==> src/hw/mtc_pkg.sv <==
// Package with addresses, field positions, opcodes and states of the line-code block
package mtc_pkg;

   // Register page and addresses
   localparam logic [7:0] PAGE_CODEC     = 8'h02;
   localparam logic [7:0] ADDR_DATA_LOW  = 8'hC2;
   localparam logic [7:0] ADDR_DATA_MID  = 8'hC3;
   localparam logic [7:0] ADDR_DATA_HIGH = 8'hC4;
   localparam logic [7:0] ADDR_CONTROL   = 8'hC5;

   // Control register field positions
   localparam int BIT_READY  = 7;
   localparam int BIT_ERROR  = 6;
   localparam int BIT_ENCODE = 5;
   localparam int BIT_DECODE = 4;
   localparam int BIT_DMA    = 2;
   localparam int BIT_ENDIAN = 1;
   localparam int BIT_MODE   = 0;

   // Reset values
   localparam logic [7:0] RST_CONTROL = 8'h00;
   localparam logic [7:0] RST_DATA    = 8'h00;

   // Output byte written on an invalid Manchester pair
   localparam logic [7:0] MAN_BAD_BYTE = 8'hFF;

   // Operation codes software writes to the control register
   localparam logic [7:0] OP_MAN_DECODE     = 8'h10;
   localparam logic [7:0] OP_TOS_DECODE     = 8'h11;
   localparam logic [7:0] OP_MAN_ENCODE     = 8'h20;
   localparam logic [7:0] OP_TOS_ENCODE     = 8'h21;
   localparam logic [7:0] OP_DMA_MAN_DECODE = 8'h16;
   localparam logic [7:0] OP_DMA_TOS_DECODE = 8'h17;
   localparam logic [7:0] OP_DMA_MAN_ENCODE = 8'h26;
   localparam logic [7:0] OP_DMA_TOS_ENCODE = 8'h27;

   // Sequencer states
   typedef enum logic [3:0] {
      ST_IDLE  = 4'h1,
      ST_FETCH = 4'h2,
      ST_CALC  = 4'h4,
      ST_SEND  = 4'h8
   } mtc_state_t;

endpackage

==> src/hw/mtc_codec.sv <==
// Manchester and three-out-of-six byte codec with register and DMA byte ports
`timescale 1ns/1ps

// Behaviour
// - Three-of-six decode takes high, middle, low data then decode start.
// - Ready flag sets when a three-of-six decode completes.
// - Error flag sets if any six-bit symbol is not a valid code.
// - Valid symbols decode to nibbles per the fixed sixteen-entry table.
// - Encode followed by decode returns the original one or two bytes.
// - Register opcodes 0x10, 0x11, 0x20, 0x21 select the four operations.
// - Block can request an interrupt on a decode error.
// - DMA decode keeps going after an error until transfer ends.
// - Error flag stays set until software writes zero to it.
// - DMA opcodes 0x16, 0x17, 0x26, 0x27 also set DMA and byte order.
// - Encode start launches an encode, decode start launches a decode.
// - Mode bit 0 selects Manchester, 1 selects three-of-six.
// - Registers sit on page 0x2, control at 0xC5, byte access only.
// - Start bits self-clear when the operation begins; ready stays set.
// - Manchester encode: 1 to 01, 0 to 10, upper nibble to middle.
// - Invalid Manchester input sets error and outputs all ones.
// - Three-of-six encode: middle, low in; high, middle, low out.
module mtc_codec (
   // Clock and reset
   input  wire logic       clk_i,
   input  wire logic       rst_i,
   // Special function register port
   input  wire logic [7:0] sfr_page_i,
   input  wire logic [7:0] sfr_addr_i,
   input  wire logic       sfr_wr_i,
   input  wire logic [7:0] sfr_wdata_i,
   output logic      [7:0] sfr_rdata_o,
   // DMA input byte stream
   output logic            dma_in_req_o,
   input  wire logic       dma_in_valid_i,
   input  wire logic [7:0] dma_in_data_i,
   // DMA output byte stream
   output logic            dma_out_req_o,
   output logic      [7:0] dma_out_data_o,
   input  wire logic       dma_out_ack_i,
   // Decode error interrupt request
   output logic            err_irq_o
);

   // Manchester nibble to byte, MSB first
   function automatic logic [7:0] man_encode(input logic [3:0] n);
      logic [7:0] b;
      b = 8'h00;
      for (int i = 0; i < 4; i++) begin
         b[2*i +: 2] = n[i] ? 2'h1 : 2'h2;
      end
      return b;
   endfunction

   // Manchester byte to {error, nibble}
   function automatic logic [4:0] man_decode(input logic [7:0] b);
      logic [4:0] r;
      r = 5'h00;
      for (int i = 0; i < 4; i++) begin
         r[i] = (b[2*i +: 2] == 2'h1);
         if (b[2*i +: 2] == 2'h0 || b[2*i +: 2] == 2'h3) begin
            r[4] = 1'b1;
         end
      end
      return r;
   endfunction
   // Three-of-six symbol of each nibble; one table serves both directions
   localparam logic [5:0] TOS_SYM [16] = '{6'h16, 6'h0D, 6'h0E, 6'h0B, 6'h1C, 6'h19, 6'h1A, 6'h13,
                                           6'h2C, 6'h25, 6'h26, 6'h23, 6'h34, 6'h31, 6'h32, 6'h29};
   // Three-of-six nibble to symbol
   function automatic logic [5:0] tos_encode(input logic [3:0] n);
      return TOS_SYM[n];
   endfunction
   // Symbol to {error, nibble}; inverse search keeps one table for both ways
   function automatic logic [4:0] tos_decode(input logic [5:0] s);
      logic [4:0] r;
      r = 5'h10;
      for (int i = 0; i < 16; i++) begin
         if (tos_encode(4'(i)) == s) begin
            r = {1'b0, 4'(i)};
         end
      end
      return r;
   endfunction
   // Register slot for byte k of n: 0 low, 1 middle, 2 high
   function automatic logic [1:0] byte_slot(input logic [1:0] k, input logic [1:0] n, input logic big);
      return big ? 2'(n - 2'h1 - k) : k;
   endfunction
   // State and registers
   mtc_pkg::mtc_state_t state_r, state_nxt;
   logic [7:0] data_r   [3];
   logic [7:0] data_nxt [3];
   logic       ready_r, ready_nxt;
   logic       err_r, err_nxt;
   logic       encode_r, encode_nxt;
   logic       decode_r, decode_nxt;
   logic       dma_r, dma_nxt;
   logic       endian_r, endian_nxt;
   logic       mode_r, mode_nxt;
   logic       op_encode_r, op_encode_nxt;
   logic       op_tos_r, op_tos_nxt;
   logic [1:0] cnt_r, cnt_nxt;
   logic [7:0] rdata_r, rdata_nxt;
   logic       in_req_r, in_req_nxt;
   logic       out_req_r, out_req_nxt;
   logic [7:0] out_data_r, out_data_nxt;
   // Decoded write strobes, only on the codec page
   logic       wr_ctl, wr_low, wr_mid, wr_high;
   logic [1:0] n_in, n_out;
   logic [4:0] md_hi, md_lo;
   logic [4:0] td [4];
   logic       tos_bad;
   always_comb begin
      wr_ctl  = sfr_wr_i && sfr_page_i == mtc_pkg::PAGE_CODEC && sfr_addr_i == mtc_pkg::ADDR_CONTROL;
      wr_low  = sfr_wr_i && sfr_page_i == mtc_pkg::PAGE_CODEC && sfr_addr_i == mtc_pkg::ADDR_DATA_LOW;
      wr_mid  = sfr_wr_i && sfr_page_i == mtc_pkg::PAGE_CODEC && sfr_addr_i == mtc_pkg::ADDR_DATA_MID;
      wr_high = sfr_wr_i && sfr_page_i == mtc_pkg::PAGE_CODEC && sfr_addr_i == mtc_pkg::ADDR_DATA_HIGH;
   end
   // Byte counts per operation, and the decoders on the held data
   always_comb begin
      n_in  = op_encode_r ? (op_tos_r ? 2'h2 : 2'h1) : (op_tos_r ? 2'h3 : 2'h2);
      n_out = op_encode_r ? (op_tos_r ? 2'h3 : 2'h2) : (op_tos_r ? 2'h2 : 2'h1);
      md_hi = man_decode(data_r[1]);
      md_lo = man_decode(data_r[0]);
      td[0] = tos_decode({data_r[2][7:2]});
      td[1] = tos_decode({data_r[2][1:0], data_r[1][7:4]});
      td[2] = tos_decode({data_r[1][3:0], data_r[0][7:6]});
      td[3] = tos_decode({data_r[0][5:0]});
      tos_bad = td[0][4] | td[1][4] | td[2][4] | td[3][4];
   end
   // Sequencer, data and control register next values
   always_comb begin
      logic [23:0] sym;
      sym          = 24'h000000;
      state_nxt    = state_r;
      data_nxt     = data_r;
      cnt_nxt      = cnt_r;
      op_encode_nxt = op_encode_r;
      op_tos_nxt   = op_tos_r;
      encode_nxt   = encode_r;
      decode_nxt   = decode_r;
      dma_nxt      = dma_r;
      endian_nxt   = endian_r;
      mode_nxt     = mode_r;
      // Flags are only lowered by a software write of zero
      ready_nxt    = ready_r;
      err_nxt      = err_r;
      out_data_nxt = out_data_r;
      data_nxt[0]  = wr_low ? sfr_wdata_i : data_r[0];
      data_nxt[1]  = wr_mid ? sfr_wdata_i : data_r[1];
      data_nxt[2]  = wr_high ? sfr_wdata_i : data_r[2];
      if (wr_ctl) begin
         ready_nxt  = ready_r & sfr_wdata_i[mtc_pkg::BIT_READY];
         err_nxt    = err_r & sfr_wdata_i[mtc_pkg::BIT_ERROR];
         encode_nxt = sfr_wdata_i[mtc_pkg::BIT_ENCODE];
         decode_nxt = sfr_wdata_i[mtc_pkg::BIT_DECODE];
         dma_nxt    = sfr_wdata_i[mtc_pkg::BIT_DMA];
         endian_nxt = sfr_wdata_i[mtc_pkg::BIT_ENDIAN];
         mode_nxt   = sfr_wdata_i[mtc_pkg::BIT_MODE];
      end
      case (state_r)
         mtc_pkg::ST_IDLE: begin
            if (encode_r || decode_r) begin
               op_encode_nxt = encode_r;
               op_tos_nxt    = mode_r;
               encode_nxt    = 1'b0;
               decode_nxt    = 1'b0;
               cnt_nxt       = 2'h0;
               state_nxt     = dma_r ? mtc_pkg::ST_FETCH : mtc_pkg::ST_CALC;
            end
         end
         mtc_pkg::ST_FETCH: begin
            if (!dma_r) begin
               state_nxt = mtc_pkg::ST_IDLE;
            end else if (dma_in_valid_i) begin
               data_nxt[byte_slot(cnt_r, n_in, endian_r)] = dma_in_data_i;
               cnt_nxt = cnt_r + 2'h1;
               if (cnt_r == n_in - 2'h1) begin
                  state_nxt = mtc_pkg::ST_CALC;
               end
            end
         end
         mtc_pkg::ST_CALC: begin
            ready_nxt = 1'b1;
            cnt_nxt   = 2'h0;
            case ({op_encode_r, op_tos_r})
               2'b10: begin
                  data_nxt[1] = man_encode(data_r[0][7:4]);
                  data_nxt[0] = man_encode(data_r[0][3:0]);
               end
               2'b11: begin
                  sym = {tos_encode(data_r[1][7:4]), tos_encode(data_r[1][3:0]),
                         tos_encode(data_r[0][7:4]), tos_encode(data_r[0][3:0])};
                  data_nxt[2] = sym[23:16];
                  data_nxt[1] = sym[15:8];
                  data_nxt[0] = sym[7:0];
               end
               2'b00: begin
                  data_nxt[1] = 8'h00;
                  data_nxt[0] = (md_hi[4] | md_lo[4]) ? mtc_pkg::MAN_BAD_BYTE : {md_hi[3:0], md_lo[3:0]};
                  err_nxt     = err_nxt | md_hi[4] | md_lo[4];
               end
               default: begin
                  data_nxt[2] = 8'h00;
                  data_nxt[1] = {td[0][3:0], td[1][3:0]};
                  data_nxt[0] = {td[2][3:0], td[3][3:0]};
                  err_nxt     = err_nxt | tos_bad;
               end
            endcase
            // A DMA run carries on past errors; only software ends it
            if (dma_r) begin
               state_nxt    = mtc_pkg::ST_SEND;
               out_data_nxt = data_nxt[byte_slot(2'h0, n_out, endian_r)];
            end else begin
               state_nxt = mtc_pkg::ST_IDLE;
            end
         end
         mtc_pkg::ST_SEND: begin
            if (!dma_r) begin
               state_nxt = mtc_pkg::ST_IDLE;
            end else if (dma_out_ack_i) begin
               cnt_nxt = cnt_r + 2'h1;
               if (cnt_r == n_out - 2'h1) begin
                  cnt_nxt   = 2'h0;
                  state_nxt = mtc_pkg::ST_FETCH;
               end else begin
                  out_data_nxt = data_r[byte_slot(cnt_r + 2'h1, n_out, endian_r)];
               end
            end
         end
         default: begin
            state_nxt = mtc_pkg::ST_IDLE;
         end
      endcase
   end
   // Read data and stream requests, registered so outputs come from flops
   always_comb begin
      case (sfr_addr_i)
         mtc_pkg::ADDR_DATA_LOW:  rdata_nxt = data_r[0];
         mtc_pkg::ADDR_DATA_MID:  rdata_nxt = data_r[1];
         mtc_pkg::ADDR_DATA_HIGH: rdata_nxt = data_r[2];
         mtc_pkg::ADDR_CONTROL:   rdata_nxt = {ready_r, err_r, encode_r, decode_r, 1'b0, dma_r, endian_r, mode_r};
         default:                 rdata_nxt = 8'h00;
      endcase
      if (sfr_page_i != mtc_pkg::PAGE_CODEC) begin
         rdata_nxt = 8'h00;
      end
      in_req_nxt  = (state_nxt == mtc_pkg::ST_FETCH);
      out_req_nxt = (state_nxt == mtc_pkg::ST_SEND);
   end
   // State registers
   always_ff @(posedge clk_i or posedge rst_i) begin
      if (rst_i) begin
         state_r     <= mtc_pkg::ST_IDLE;
         data_r      <= '{mtc_pkg::RST_DATA, mtc_pkg::RST_DATA, mtc_pkg::RST_DATA};
         {ready_r, err_r, encode_r, decode_r} <= mtc_pkg::RST_CONTROL[7:4];
         {dma_r, endian_r, mode_r} <= mtc_pkg::RST_CONTROL[2:0];
         op_encode_r <= 1'b0;
         op_tos_r    <= 1'b0;
         cnt_r       <= 2'h0;
         rdata_r     <= 8'h00;
         in_req_r    <= 1'b0;
         out_req_r   <= 1'b0;
         out_data_r  <= 8'h00;
      end else begin
         state_r     <= state_nxt;
         data_r      <= data_nxt;
         ready_r     <= ready_nxt;
         err_r       <= err_nxt;
         encode_r    <= encode_nxt;
         decode_r    <= decode_nxt;
         dma_r       <= dma_nxt;
         endian_r    <= endian_nxt;
         mode_r      <= mode_nxt;
         op_encode_r <= op_encode_nxt;
         op_tos_r    <= op_tos_nxt;
         cnt_r       <= cnt_nxt;
         rdata_r     <= rdata_nxt;
         in_req_r    <= in_req_nxt;
         out_req_r   <= out_req_nxt;
         out_data_r  <= out_data_nxt;
      end
   end

   // Outputs; the interrupt request is the sticky error flag itself
   assign sfr_rdata_o    = rdata_r;
   assign dma_in_req_o   = in_req_r;
   assign dma_out_req_o  = out_req_r;
   assign dma_out_data_o = out_data_r;
   assign err_irq_o      = err_r;
endmodule

==> config.mk <==
export PLATFORM = sky130hd
export DESIGN_NAME = mtc_codec
export DESIGN_NICKNAME = d
export VERILOG_FILES = /design/src/hw/mtc_pkg.sv /design/src/hw/mtc_codec.sv
export SDC_FILE = /design/constraint.sdc
export NUM_CORES = 1
export LEC_CHECK = 0
export BUFFER_PORTS_ARGS = -buffer_cell sky130_fd_sc_hd__buf_2
export CAP_MARGIN = 10
export CORE_MARGIN = 5
export CORE_UTILIZATION = 62
export CTS_CLUSTER_SIZE = 14
export DETAILED_ROUTE_END_ITERATION = 6
export PLACE_DENSITY_LB_ADDON = 0.3
export SKIP_LAST_GASP = 1
export SYNTH_ARGS = -nofsm -noshare
export SYNTH_HDL_FRONTEND = slang
export SYNTH_SLANG_ARGS = --single-unit
==> constraint.sdc <==
create_clock -name clk_i -period 3.05 [get_ports clk_i]
set_input_delay 0.915 -clock clk_i [delete_from_list [all_inputs] [get_ports clk_i]]
set_output_delay 0.915 -clock clk_i [all_outputs]
set_load 0.005 [all_outputs]
==> report_table.html, run 1 <==
<table>
<tr><th>Metric</th><th>Value</th></tr>
<tr><th colspan="2">Run status</th></tr>
<tr><td>Run status</td><td>finished clean</td></tr>
<tr><th colspan="2">Drt</th></tr>
<tr><td>Via count</td><td>7619</td></tr>
<tr><td>Via density per instance</td><td>7.50</td></tr>
<tr><td>Post-route antenna net violation count</td><td>0</td></tr>
<tr><td>Total wire length</td><td>26.6 mm</td></tr>
<tr><td>First drt pass iteration count</td><td>7</td></tr>
<tr><td>Violation count after the first detailed-route iteration</td><td>around 1800</td></tr>
<tr><td>Final routed wire length divided by cell count</td><td>26.1 um</td></tr>
<tr><td>Number of design rule violations left after detail routing</td><td>0</td></tr>
<tr><th colspan="2">Clock tree</th></tr>
<tr><td>Maximum level of the CTS H-tree</td><td>3</td></tr>
<tr><td>CTS Buf Count</td><td>9</td></tr>
<tr><td>Worst-case clock buffer depth</td><td>2</td></tr>
<tr><td>Clock tree root driver cell</td><td>sky130_fd_sc_hd__clkbuf_8</td></tr>
<tr><td>CTS tree</td><td>yes</td></tr>
<tr><td>Clock Pin Slew Worst Setup and Hold Paths</td><td>0.08 ns</td></tr>
<tr><td>Worst-Skew Late Latency</td><td>around 0.36 ns</td></tr>
<tr><td>TritonCTS Sinks</td><td>between 50 and 60</td></tr>
<tr><td>Post CTS Setup Buffer Count</td><td>0</td></tr>
<tr><th colspan="2">Final layout</th></tr>
<tr><td>Fraction of final layout cells sized beyond drive strength 1</td><td>17.2%</td></tr>
<tr><td>Final design instance area without fill</td><td>0.00719 mm2</td></tr>
<tr><td>Area growth from synthesis to final layout</td><td>13.1%</td></tr>
<tr><td>Leading cell types in the layout, fill and taps excluded</td><td>sky130_fd_sc_hd__nand2_1 (78), sky130_fd_sc_hd__o21ai_0 (71), sky130_fd_sc_hd__nor2_1 (63)</td></tr>
<tr><td>NumNets Final</td><td>959</td></tr>
<tr><td>Diode count</td><td>0</td></tr>
<tr><td>Finished Core Util</td><td>70.6%</td></tr>
<tr><td>Leading cell type in the layout, fill and taps excluded</td><td>sky130_fd_sc_hd__nand2_1</td></tr>
<tr><th colspan="2">STA</th></tr>
<tr><td>Hold Vio Cnt, Final</td><td>0</td></tr>
<tr><td>Max-Slew Margin vs Limit</td><td>33.5%</td></tr>
<tr><td>Sum Neg Setup Slack</td><td>0 ns</td></tr>
<tr><td>RSZ-0062 raised after global routing</td><td>false</td></tr>
<tr><td>Fmax</td><td>0.344 GHz</td></tr>
<tr><td>Final hold slack</td><td>0.561 ns</td></tr>
<tr><td>Clock Skews</td><td>a little over 0.01 ns</td></tr>
<tr><td>Clock period minus worst slack</td><td>2.90 ns</td></tr>
<tr><td>Max-slew violation total from the final report</td><td>0</td></tr>
<tr><td>Actual transition at the worst max-transition pin</td><td>0.987 ns</td></tr>
<tr><td>Final Cycle Share</td><td>95.2%</td></tr>
<tr><td>Final count of negative-setup-slack endpoints</td><td>0</td></tr>
<tr><th colspan="2">Critical path</th></tr>
<tr><td>Crit start category</td><td>flip-flop</td></tr>
<tr><td>Data arrival time of the critical path</td><td>3.14 ns</td></tr>
<tr><td>Reg-to-reg slack, setup</td><td>0.15 ns</td></tr>
<tr><td>Setup Crit Path Kind</td><td>flip-flop to flip-flop</td></tr>
<tr><td>Startpoint of the most critical register-to-register path</td><td>data_r[18]</td></tr>
<tr><td>Cells on worst reg2reg path</td><td>8</td></tr>
<tr><td>Required time of the worst setup path</td><td>3.29 ns</td></tr>
<tr><td>Highest cell delay on the worst timing path</td><td>roughly 0.56 ns</td></tr>
<tr><td>Ordered cell list for the critical path</td><td>inv_1, ha_1, a22oi_4, a31oi_1, or3_1, o311a_1, or4_1, a31o_1</td></tr>
<tr><td>Standard cell with the maximum stage delay on the critical path</td><td>sky130_fd_sc_hd__or4_1</td></tr>
<tr><td>Capture instance of the worst register-to-register path</td><td>dma_out_data_o[3]</td></tr>
<tr><td>Max FO, Critical Path</td><td>9</td></tr>
<tr><td>Kind of end point of the critical path</td><td>flip-flop</td></tr>
<tr><th colspan="2">Worst hold path</th></tr>
<tr><td>Cell depth of the worst min-delay path</td><td>2</td></tr>
<tr><td>Hold Crit Class</td><td>flip-flop to flip-flop</td></tr>
<tr><td>Start point of the worst min-delay path</td><td>dma_out_data_o[4]</td></tr>
<tr><td>Worst hold path endpoint</td><td>dma_out_data_o[4]</td></tr>
<tr><th colspan="2">Synthesis</th></tr>
<tr><td>Post-Synth Simple-Gate Area</td><td>a little over a fifth</td></tr>
<tr><td>Portion of the post-synthesis area used by sequential elements</td><td>22.4%</td></tr>
<tr><td>Syn nets</td><td>905</td></tr>
<tr><td>FF+latch count, synth</td><td>57</td></tr>
<tr><td>Primary FF master, synth</td><td>sky130_fd_sc_hd__dfrtp_1</td></tr>
<tr><td>Netlist area before placement</td><td>0.00636 mm2</td></tr>
<tr><td>Adder-cell area share of the yosys netlist</td><td>9.24%</td></tr>
<tr><td>Synthesis warning total</td><td>0</td></tr>
<tr><td>Async S/R FF share, synth</td><td>100%</td></tr>
<tr><td>Proportion of synthesized area in mux cells</td><td>5.35%</td></tr>
<tr><td>Unique cell type count in the Yosys netlist</td><td>85</td></tr>
<tr><td>Number of synthesized flops with an enable pin</td><td>0</td></tr>
<tr><td>Compound-cell area share of the yosys netlist</td><td>32.7%</td></tr>
<tr><td>XOR/XNOR Fraction of Synth Area</td><td>2.20%</td></tr>
<tr><td>Post-synthesis cell count</td><td>821</td></tr>
<tr><td>Largest family of logic cells by synthesized area</td><td>compound AO/OA/AOI/OAI gates</td></tr>
<tr><td>Synth Area per Inst</td><td>7.75 um2</td></tr>
<tr><th colspan="2">GRT</th></tr>
<tr><td>Via count of the first global-routing pass</td><td>7036</td></tr>
<tr><td>Global-route wire length before repair</td><td>40.9 mm</td></tr>
<tr><td>Leftover overflow at the end of global routing</td><td>0</td></tr>
<tr><td>Initial antenna violation count</td><td>0</td></tr>
<tr><td>Largest net degree at the start of global routing</td><td>58</td></tr>
<tr><td>Combined global-route utilization of all metal layers</td><td>42.2%</td></tr>
<tr><th colspan="2">Power</th></tr>
<tr><td>Pwr Total</td><td>0.00177 W</td></tr>
<tr><td>Max rail drop VDD</td><td>0.000332 V</td></tr>
<tr><td>Power per unit of standard cell area</td><td>246 mW/mm2</td></tr>
<tr><td>Leakage power figure</td><td>approximately 3.1 nW</td></tr>
<tr><th colspan="2">Floorplanning</th></tr>
<tr><td>Overall die width</td><td>111 um</td></tr>
<tr><td>Floorplan Core Area</td><td>0.0102 mm2</td></tr>
<tr><td>Initial cell density of the core</td><td>62.5%</td></tr>
<tr><td>Number of placement rows</td><td>37</td></tr>
<tr><td>Top-level port count</td><td>56</td></tr>
<tr><td>Die H</td><td>111 um</td></tr>
<tr><td>Die Outline Area</td><td>0.0124 mm2</td></tr>
<tr><th colspan="2">Place</th></tr>
<tr><td>Post-DP HPWL</td><td>20.1 mm</td></tr>
<tr><td>Buffers added on ports</td><td>55</td></tr>
<tr><td>Gp weighted congestion</td><td>1.09</td></tr>
<tr><td>Placed Area</td><td>0.00693 mm2</td></tr>
<tr><th colspan="2">Flow run</th></tr>
<tr><td>Max-cap violations</td><td>0</td></tr>
</table>
[cells in the mapped netlist, types with 6 or more instances]
| master | count | area, um2 |
|---|---|---|
| sky130_fd_sc_hd__a211oi_1 | 14 | 105 |
| sky130_fd_sc_hd__a21o_1 | 9 | 67.6 |
| sky130_fd_sc_hd__a21oi_1 | 49 | 245 |
| sky130_fd_sc_hd__a221oi_1 | 14 | 123 |
| sky130_fd_sc_hd__a222oi_1 | 7 | 70.1 |
| sky130_fd_sc_hd__a22o_1 | 9 | 78.8 |
| sky130_fd_sc_hd__a22oi_1 | 20 | 150 |
| sky130_fd_sc_hd__a31oi_1 | 8 | 50.1 |
| sky130_fd_sc_hd__a32oi_1 | 11 | 96.3 |
| sky130_fd_sc_hd__and3_1 | 6 | 37.5 |
| sky130_fd_sc_hd__buf_2 | 10 | 50.1 |
| sky130_fd_sc_hd__clkbuf_1 | 46 | 173 |
| sky130_fd_sc_hd__dfrtp_1 | 56 | 1400 |
| sky130_fd_sc_hd__ha_1 | 47 | 588 |
| sky130_fd_sc_hd__inv_1 | 40 | 150 |
| sky130_fd_sc_hd__mux2_2 | 6 | 67.6 |
| sky130_fd_sc_hd__mux2i_1 | 25 | 250 |
| sky130_fd_sc_hd__nand2_1 | 78 | 293 |
| sky130_fd_sc_hd__nand2b_1 | 8 | 50.1 |
| sky130_fd_sc_hd__nand3_1 | 30 | 150 |
| sky130_fd_sc_hd__nand3b_1 | 8 | 60.1 |
| sky130_fd_sc_hd__nor2_1 | 63 | 236 |
| sky130_fd_sc_hd__nor2b_1 | 16 | 100 |
| sky130_fd_sc_hd__nor3_1 | 14 | 70.1 |
| sky130_fd_sc_hd__nor4_1 | 6 | 37.5 |
| sky130_fd_sc_hd__o211ai_1 | 14 | 105 |
| sky130_fd_sc_hd__o21ai_0 | 72 | 360 |
| sky130_fd_sc_hd__o221ai_1 | 8 | 70.1 |
| sky130_fd_sc_hd__o22ai_1 | 7 | 43.8 |
| sky130_fd_sc_hd__xnor2_1 | 6 | 52.6 |
| sky130_fd_sc_hd__xor2_1 | 10 | 87.6 |
[critical path, delay by kind of cell, from the launching register on]
family / cells / cell delay, ns
AO/OA/AOI/OAI: 4 / 0.79
flip-flops: 1 / 0.52
adder cells (fa/ha/maj): 1 / 0.35
AND/OR/NAND/NOR: 2 / 0.99
buffers and inverters: 1 / 0.15
[layer usage]
layer,global-route usage [%],share of wire [%],routed length [um],vias up
li1,-,-,-,3203
met1,51.3,36,9570,3556
met2,63.7,43,11300,662
met3,12.4,13,3340,198
met4,29.5,8.8,2340,0
met5,0,0,0,-
[area by class of cell]
| type | count | area, um2 |
|---|---|---|
| flip-flops and latches | 57 | 1430 |
| well taps | 136 | 170 |
| multi-input cells | 664 | 4560 |
| inverters | 41 | 154 |
| repair buffers | 102 | 641 |
| clock inverters | 5 | 103 |
| fillers | 828 | 2990 |
| clock buffers | 11 | 141 |
[through the flow]
| stage | instances | setup WS, ns |
|---|---|---|
| after detailed placement | 1000 | 0.118 |
| after global routing | 1016 | 0.0276 |
| after CTS | 1016 | 0.0253 |
| after floorplan | 821 | 0.261 |
| after global placement | 1000 | 0.245 |
| final | 1016 | 0.146 |
[worst max-delay path by stage]
stage / startpoint / to / slack, ns / cells after the start
4_1_cts: op_encode_r / dma_out_data_o[6] / 0.03 / 10
3_3_place_gp: sfr_page_i[0] / dma_out_data_o[1] / 0.25 / 7
3_5_place_dp: op_encode_r / dma_out_data_o[6] / 0.12 / 10
2_1_floorplan: data_r[14] / dma_out_data_o[3] / 0.26 / 10
5_1_grt: data_r[18] / dma_out_data_o[3] / 0.03 / 8
6_report: data_r[18] / dma_out_data_o[3] / 0.15 / 8
[power by group]
group | switching [W] | internal [W] | total [W] | leakage (nW)
clock network | 0.000344 | 0.000564 | 0.000908 | 0.120
registers | 0.000000558 | 0.000756 | 0.000756 | 0.715
logic | 0.0000732 | 0.0000327 | 0.000106 | 2.30
[logic make-up after synthesis]
group,Yosys count
AO/OA/AOI/OAI,297
AND/OR/NAND/NOR,272
buffers and inverters,100
flip-flops,57
adder cells (fa/ha/maj),47
multiplexers,32
XOR/XNOR,16
[state kept, by name, summed over array words and instances (netlist names), 2 cells and up]
register / count
sfr_rdata_o: 8
state_r: 4
cnt_r: 2
dma_out_data_o: 8
data_r: 24
[repair_timing]
item                       4_1_cts  5_1_grt
gates resized for setup          0        4
hold buffers                     0        0
setup endpoints to repair        0        8
No activity file was read; power rests on OpenSTA's default activity.
==> run 2, diff against run 1 <==
==> constraint.sdc (replaced) <==
create_clock -name clk_i -period 3.05 [get_ports clk_i]
set_input_delay 0.61 -clock clk_i [delete_from_list [all_inputs] [get_ports clk_i]]
set_output_delay 0.61 -clock clk_i [all_outputs]
set_load 0.005 [all_outputs]
==> run 2 against run 1 <==
The flow now finishes with violations (design-rule violations). Via count fell by 0.76%. Utilization rose by 0.18 points. Combinational power fell by 6%. Sequential power barely moved. Non-clock buffer count rose by 7. Critical endpoint is now dma_out_data_o[4]. Largest cell class unchanged.
==> report_table.html, run 2 (synthesis results as in run 1) <==
<table>
<tr><th>Metric</th><th>Value</th></tr>
<tr><th colspan="2">Critical path</th></tr>
<tr><td>Most used cell along the critical path</td><td>sky130_fd_sc_hd__inv_1</td></tr>
<tr><td>Max FO, Critical Path</td><td>7 (was 9)</td></tr>
<tr><td>Required time of the worst setup path</td><td>3.28 ns (was 3.29 ns)</td></tr>
<tr><td>Family of cells with the greatest summed delay on the critical path</td><td>simple AND/OR/NAND/NOR gates (unchanged)</td></tr>
<tr><td>Startpoint of the most critical register-to-register path</td><td>op_encode_r (was data_r[18])</td></tr>
<tr><td>Ordered cell list for the critical path</td><td>inv_1, ha_1, inv_1, ha_1, xor2_2, and4b_1, nor4_2, inv_1, a221oi_1, a311oi_1 (was inv_1, ha_1, a22oi_4, a31oi_1, or3_1, o311a_1, or4_1, a31o_1)</td></tr>
<tr><td>CP bufs+invs</td><td>3 (was 1)</td></tr>
<tr><td>Worst setup path startpoint</td><td>op_encode_r (was data_r[18])</td></tr>
<tr><td>Kind of end point of the critical path</td><td>flip-flop (unchanged)</td></tr>
<tr><td>Standard cell with the maximum stage delay on the critical path</td><td>sky130_fd_sc_hd__dfrtp_1 (was sky130_fd_sc_hd__or4_1)</td></tr>
<tr><td>Setup Crit Path Kind</td><td>flip-flop to flip-flop (unchanged)</td></tr>
<tr><td>Highest cell delay on the worst timing path</td><td>0.43 ns (was 0.56 ns)</td></tr>
<tr><td>Data arrival time of the critical path</td><td>3.16 ns (was 3.14 ns)</td></tr>
<tr><td>Crit start category</td><td>flip-flop (unchanged)</td></tr>
<tr><th colspan="2">Final layout</th></tr>
<tr><td>Area growth from synthesis to final layout</td><td>13.4% (was 13.1%)</td></tr>
<tr><td>Leading cell type in the layout, fill and taps excluded</td><td>sky130_fd_sc_hd__nand2_1 (unchanged)</td></tr>
<tr><td>Diode count</td><td>0 (unchanged)</td></tr>
<tr><td>Flip-flop count of the largest register after layout</td><td>24 (unchanged)</td></tr>
<tr><td>NumNets Final</td><td>966 (was 959)</td></tr>
<tr><td>Number of fill cells</td><td>852 (was 828)</td></tr>
<tr><td>Multi-input gate area in the final layout</td><td>0.00455 mm2 (was 0.00456 mm2)</td></tr>
<tr><td>Most flop-heavy register</td><td>data_r (unchanged)</td></tr>
<tr><td>Post-Layout Cell Count</td><td>1023 (was 1016)</td></tr>
<tr><td>Fraction of final layout cells sized beyond drive strength 1</td><td>18.0% (was 17.2%)</td></tr>
<tr><td>Storage element area</td><td>0.00143 mm2 (unchanged)</td></tr>
<tr><td>Leading cell types in the layout, fill and taps excluded</td><td>sky130_fd_sc_hd__nand2_1 (78), sky130_fd_sc_hd__o21ai_0 (72), sky130_fd_sc_hd__nor2_1 (62) (was sky130_fd_sc_hd__nand2_1 (78), sky130_fd_sc_hd__o21ai_0 (71), sky130_fd_sc_hd__nor2_1 (63))</td></tr>
<tr><td>Finished Core Util</td><td>70.8% (was 70.6%)</td></tr>
<tr><th colspan="2">Power</th></tr>
<tr><td>Pwr Total</td><td>0.00171 W (was 0.00177 W)</td></tr>
<tr><td>Sw frac</td><td>25.9% (was 23.6%)</td></tr>
<tr><td>Max rail drop VDD</td><td>0.000189 V (was 0.000332 V)</td></tr>
<tr><td>Combinational group share of total power</td><td>5.8% (was 6.0%)</td></tr>
<tr><td>Net Sw Power</td><td>0.000443 W (was 0.000418 W)</td></tr>
<tr><td>Internal power of the cells</td><td>0.00127 W (was 0.00135 W)</td></tr>
<tr><td>Power per unit of standard cell area</td><td>237 mW/mm2 (was 246 mW/mm2)</td></tr>
<tr><td>Leakage power figure</td><td>3.15 nW (was 3.14 nW)</td></tr>
<tr><td>Reg power frac</td><td>44.1% (was 42.7%)</td></tr>
<tr><td>Clock network fraction of total power</td><td>50.1% (was 51.3%)</td></tr>
<tr><th colspan="2">Floorplanning</th></tr>
<tr><td>Die H</td><td>111 um (unchanged)</td></tr>
<tr><td>Number of placement rows</td><td>37 (unchanged)</td></tr>
<tr><td>Overall die width</td><td>111 um (unchanged)</td></tr>
<tr><td>Floorplan Core Area</td><td>0.0102 mm2 (unchanged)</td></tr>
<tr><td>Top-level port count</td><td>56 (unchanged)</td></tr>
<tr><td>Initial cell density of the core</td><td>62.5% (unchanged)</td></tr>
<tr><td>Die Outline Area</td><td>0.0124 mm2 (unchanged)</td></tr>
<tr><th colspan="2">GRT</th></tr>
<tr><td>Leftover overflow at the end of global routing</td><td>0 (unchanged)</td></tr>
<tr><td>Global-route wire length before repair</td><td>40.9 mm (unchanged)</td></tr>
<tr><td>Initial antenna violation count</td><td>0 (unchanged)</td></tr>
<tr><td>Largest net degree at the start of global routing</td><td>24 (was 58)</td></tr>
<tr><td>Via count of the first global-routing pass</td><td>7158 (was 7036)</td></tr>
<tr><td>Combined global-route utilization of all metal layers</td><td>42.2% (about the same)</td></tr>
<tr><th colspan="2">Clock tree</th></tr>
<tr><td>CTS tree</td><td>yes (unchanged)</td></tr>
<tr><td>Clock Pin Slew Worst Setup and Hold Paths</td><td>0.08 ns (about the same)</td></tr>
<tr><td>TritonCTS Sinks</td><td>57 (unchanged)</td></tr>
<tr><td>Count of hold buffers inserted by post-cts repair</td><td>0 (unchanged)</td></tr>
<tr><td>Clock tree root driver cell</td><td>sky130_fd_sc_hd__clkbuf_8 (unchanged)</td></tr>
<tr><td>Worst-case clock buffer depth</td><td>2 (unchanged)</td></tr>
<tr><td>Worst-Skew Late Latency</td><td>0.36 ns (about the same)</td></tr>
<tr><td>CTS Buf Count</td><td>9 (unchanged)</td></tr>
<tr><td>Post CTS Setup Buffer Count</td><td>0 (unchanged)</td></tr>
<tr><td>Maximum level of the CTS H-tree</td><td>3 (unchanged)</td></tr>
<tr><th colspan="2">STA</th></tr>
<tr><td>RSZ-0062 raised after global routing</td><td>true (was false)</td></tr>
<tr><td>Final count of negative-setup-slack endpoints</td><td>0 (unchanged)</td></tr>
<tr><td>Max-slew violation total from the final report</td><td>0 (unchanged)</td></tr>
<tr><td>Clock Skews</td><td>0.0113 ns (was 0.0101 ns)</td></tr>
<tr><td>Clock period minus worst slack</td><td>2.94 ns (was 2.90 ns)</td></tr>
<tr><td>Min setup slack post-route</td><td>0.114 ns (was 0.146 ns)</td></tr>
<tr><td>Fmax</td><td>0.341 GHz (was 0.344 GHz)</td></tr>
<tr><td>Max-Slew Margin vs Limit</td><td>35.6% (was 33.5%)</td></tr>
<tr><td>Final hold slack</td><td>0.221 ns (was 0.561 ns)</td></tr>
<tr><td>Final Cycle Share</td><td>96.2% (was 95.2%)</td></tr>
<tr><td>Actual transition at the worst max-transition pin</td><td>0.956 ns (was 0.987 ns)</td></tr>
<tr><td>Hold Vio Cnt, Final</td><td>0 (unchanged)</td></tr>
<tr><th colspan="2">Drt</th></tr>
<tr><td>Violation count after the first detailed-route iteration</td><td>1577 (was 1826)</td></tr>
<tr><td>Via count</td><td>7561 (was 7619)</td></tr>
<tr><td>Post-route antenna net violation count</td><td>0 (unchanged)</td></tr>
<tr><td>Via density per instance</td><td>7.39 (was 7.50)</td></tr>
<tr><td>First drt pass iteration count</td><td>7 (unchanged)</td></tr>
<tr><td>Final routed wire length divided by cell count</td><td>25.9 um (was 26.1 um)</td></tr>
<tr><td>Number of design rule violations left after detail routing</td><td>40 (was 0)</td></tr>
<tr><td>Total wire length</td><td>26.5 mm (was 26.6 mm)</td></tr>
<tr><th colspan="2">Place</th></tr>
<tr><td>Post-DP HPWL</td><td>20.6 mm (was 20.1 mm)</td></tr>
<tr><td>Setup slack after placement</td><td>0.0349 ns (was 0.118 ns)</td></tr>
<tr><td>Gp weighted congestion</td><td>1.08 (was 1.09)</td></tr>
<tr><td>Buffers added on ports</td><td>55 (unchanged)</td></tr>
<tr><td>DP Cell Count</td><td>1007 (was 1000)</td></tr>
<tr><th colspan="2">Flow run</th></tr>
<tr><td>Max-cap violations</td><td>0 (unchanged)</td></tr>
<tr><th colspan="2">Worst hold path</th></tr>
<tr><td>Hold Crit Class</td><td>input port to asynchronous set/reset pin (was flip-flop to flip-flop)</td></tr>
<tr><th colspan="2">Run status</th></tr>
<tr><td>Run status</td><td>finished, violations left (was finished clean)</td></tr>
<tr><td>Violations in the final reports</td><td>design-rule violations</td></tr>
</table>
-- run 2: cell count changes in the layout (fill, tap and decap cells not counted), sizes merged --
cell / delta
bufinv: -1
clkinvlp: +2
clkbuf: -1
buf: +7
-- run 2: metal layers --
| layer | track usage [%] | wire [um] |
|---|---|---|
| met1 | 52.7 | 9480 |
| met2 | 65.8 | 11700 |
| met3 | 11.0 | 3450 |
| met4 | 24.2 | 1860 |
| met5 | 0 | 0 |
-- run 2: area by class of cell --
class                      instances  area share, %
sequential                        57           19.8
timing repair buffer             109           9.44
clock inverter                     6           1.27
multi-input combinational        664           63.1
clock buffer                      10           1.91
tap                              136           2.36
inverter                          41           2.13
-- run 2: power by group through the flow --
| stage | logic, W | registers, W | clock network, W |
|---|---|---|---|
| 2_1_floorplan | 0.0000371 | 0.000771 | 0 |
| 3_3_place_gp | 0.0000914 | 0.000771 | 0 |
| 3_5_place_dp | 0.0000946 | 0.000771 | 0 |
| 4_1_cts | 0.0000949 | 0.000756 | 0.000853 |
| 5_1_grt | 0.000105 | 0.000756 | 0.000888 |
| 6_report | 0.0000994 | 0.000756 | 0.000857 |
-- run 2: repair_timing --
action / CTS / global route
endpoints found under the setup margin: 0 / 7
hold endpoints to repair: 0 / 0
gates resized for setup: 0 / 3
-- run 2: path summary, 6_finish.rpt --
path,end,slack [ns],cells after the start
max,dma_out_data_o[4],0.11,10
min,ready_r,0.22,2
max reg2reg,dma_out_data_o[4],0.11,10
min reg2reg,dma_out_data_o[7],0.56,2
max in group asynchronous,state_r[0],2.10,3
min in group clk_i,data_r[10],0.52,3
-- run 2: metrics by stage --
stage	instance area [um2]	setup TNS, ns
after floorplan	6360	0
after global placement	6970	0
after detailed placement	6970	0
after CTS	7200	0
after global routing	7210	-0.0401
final	7210	0
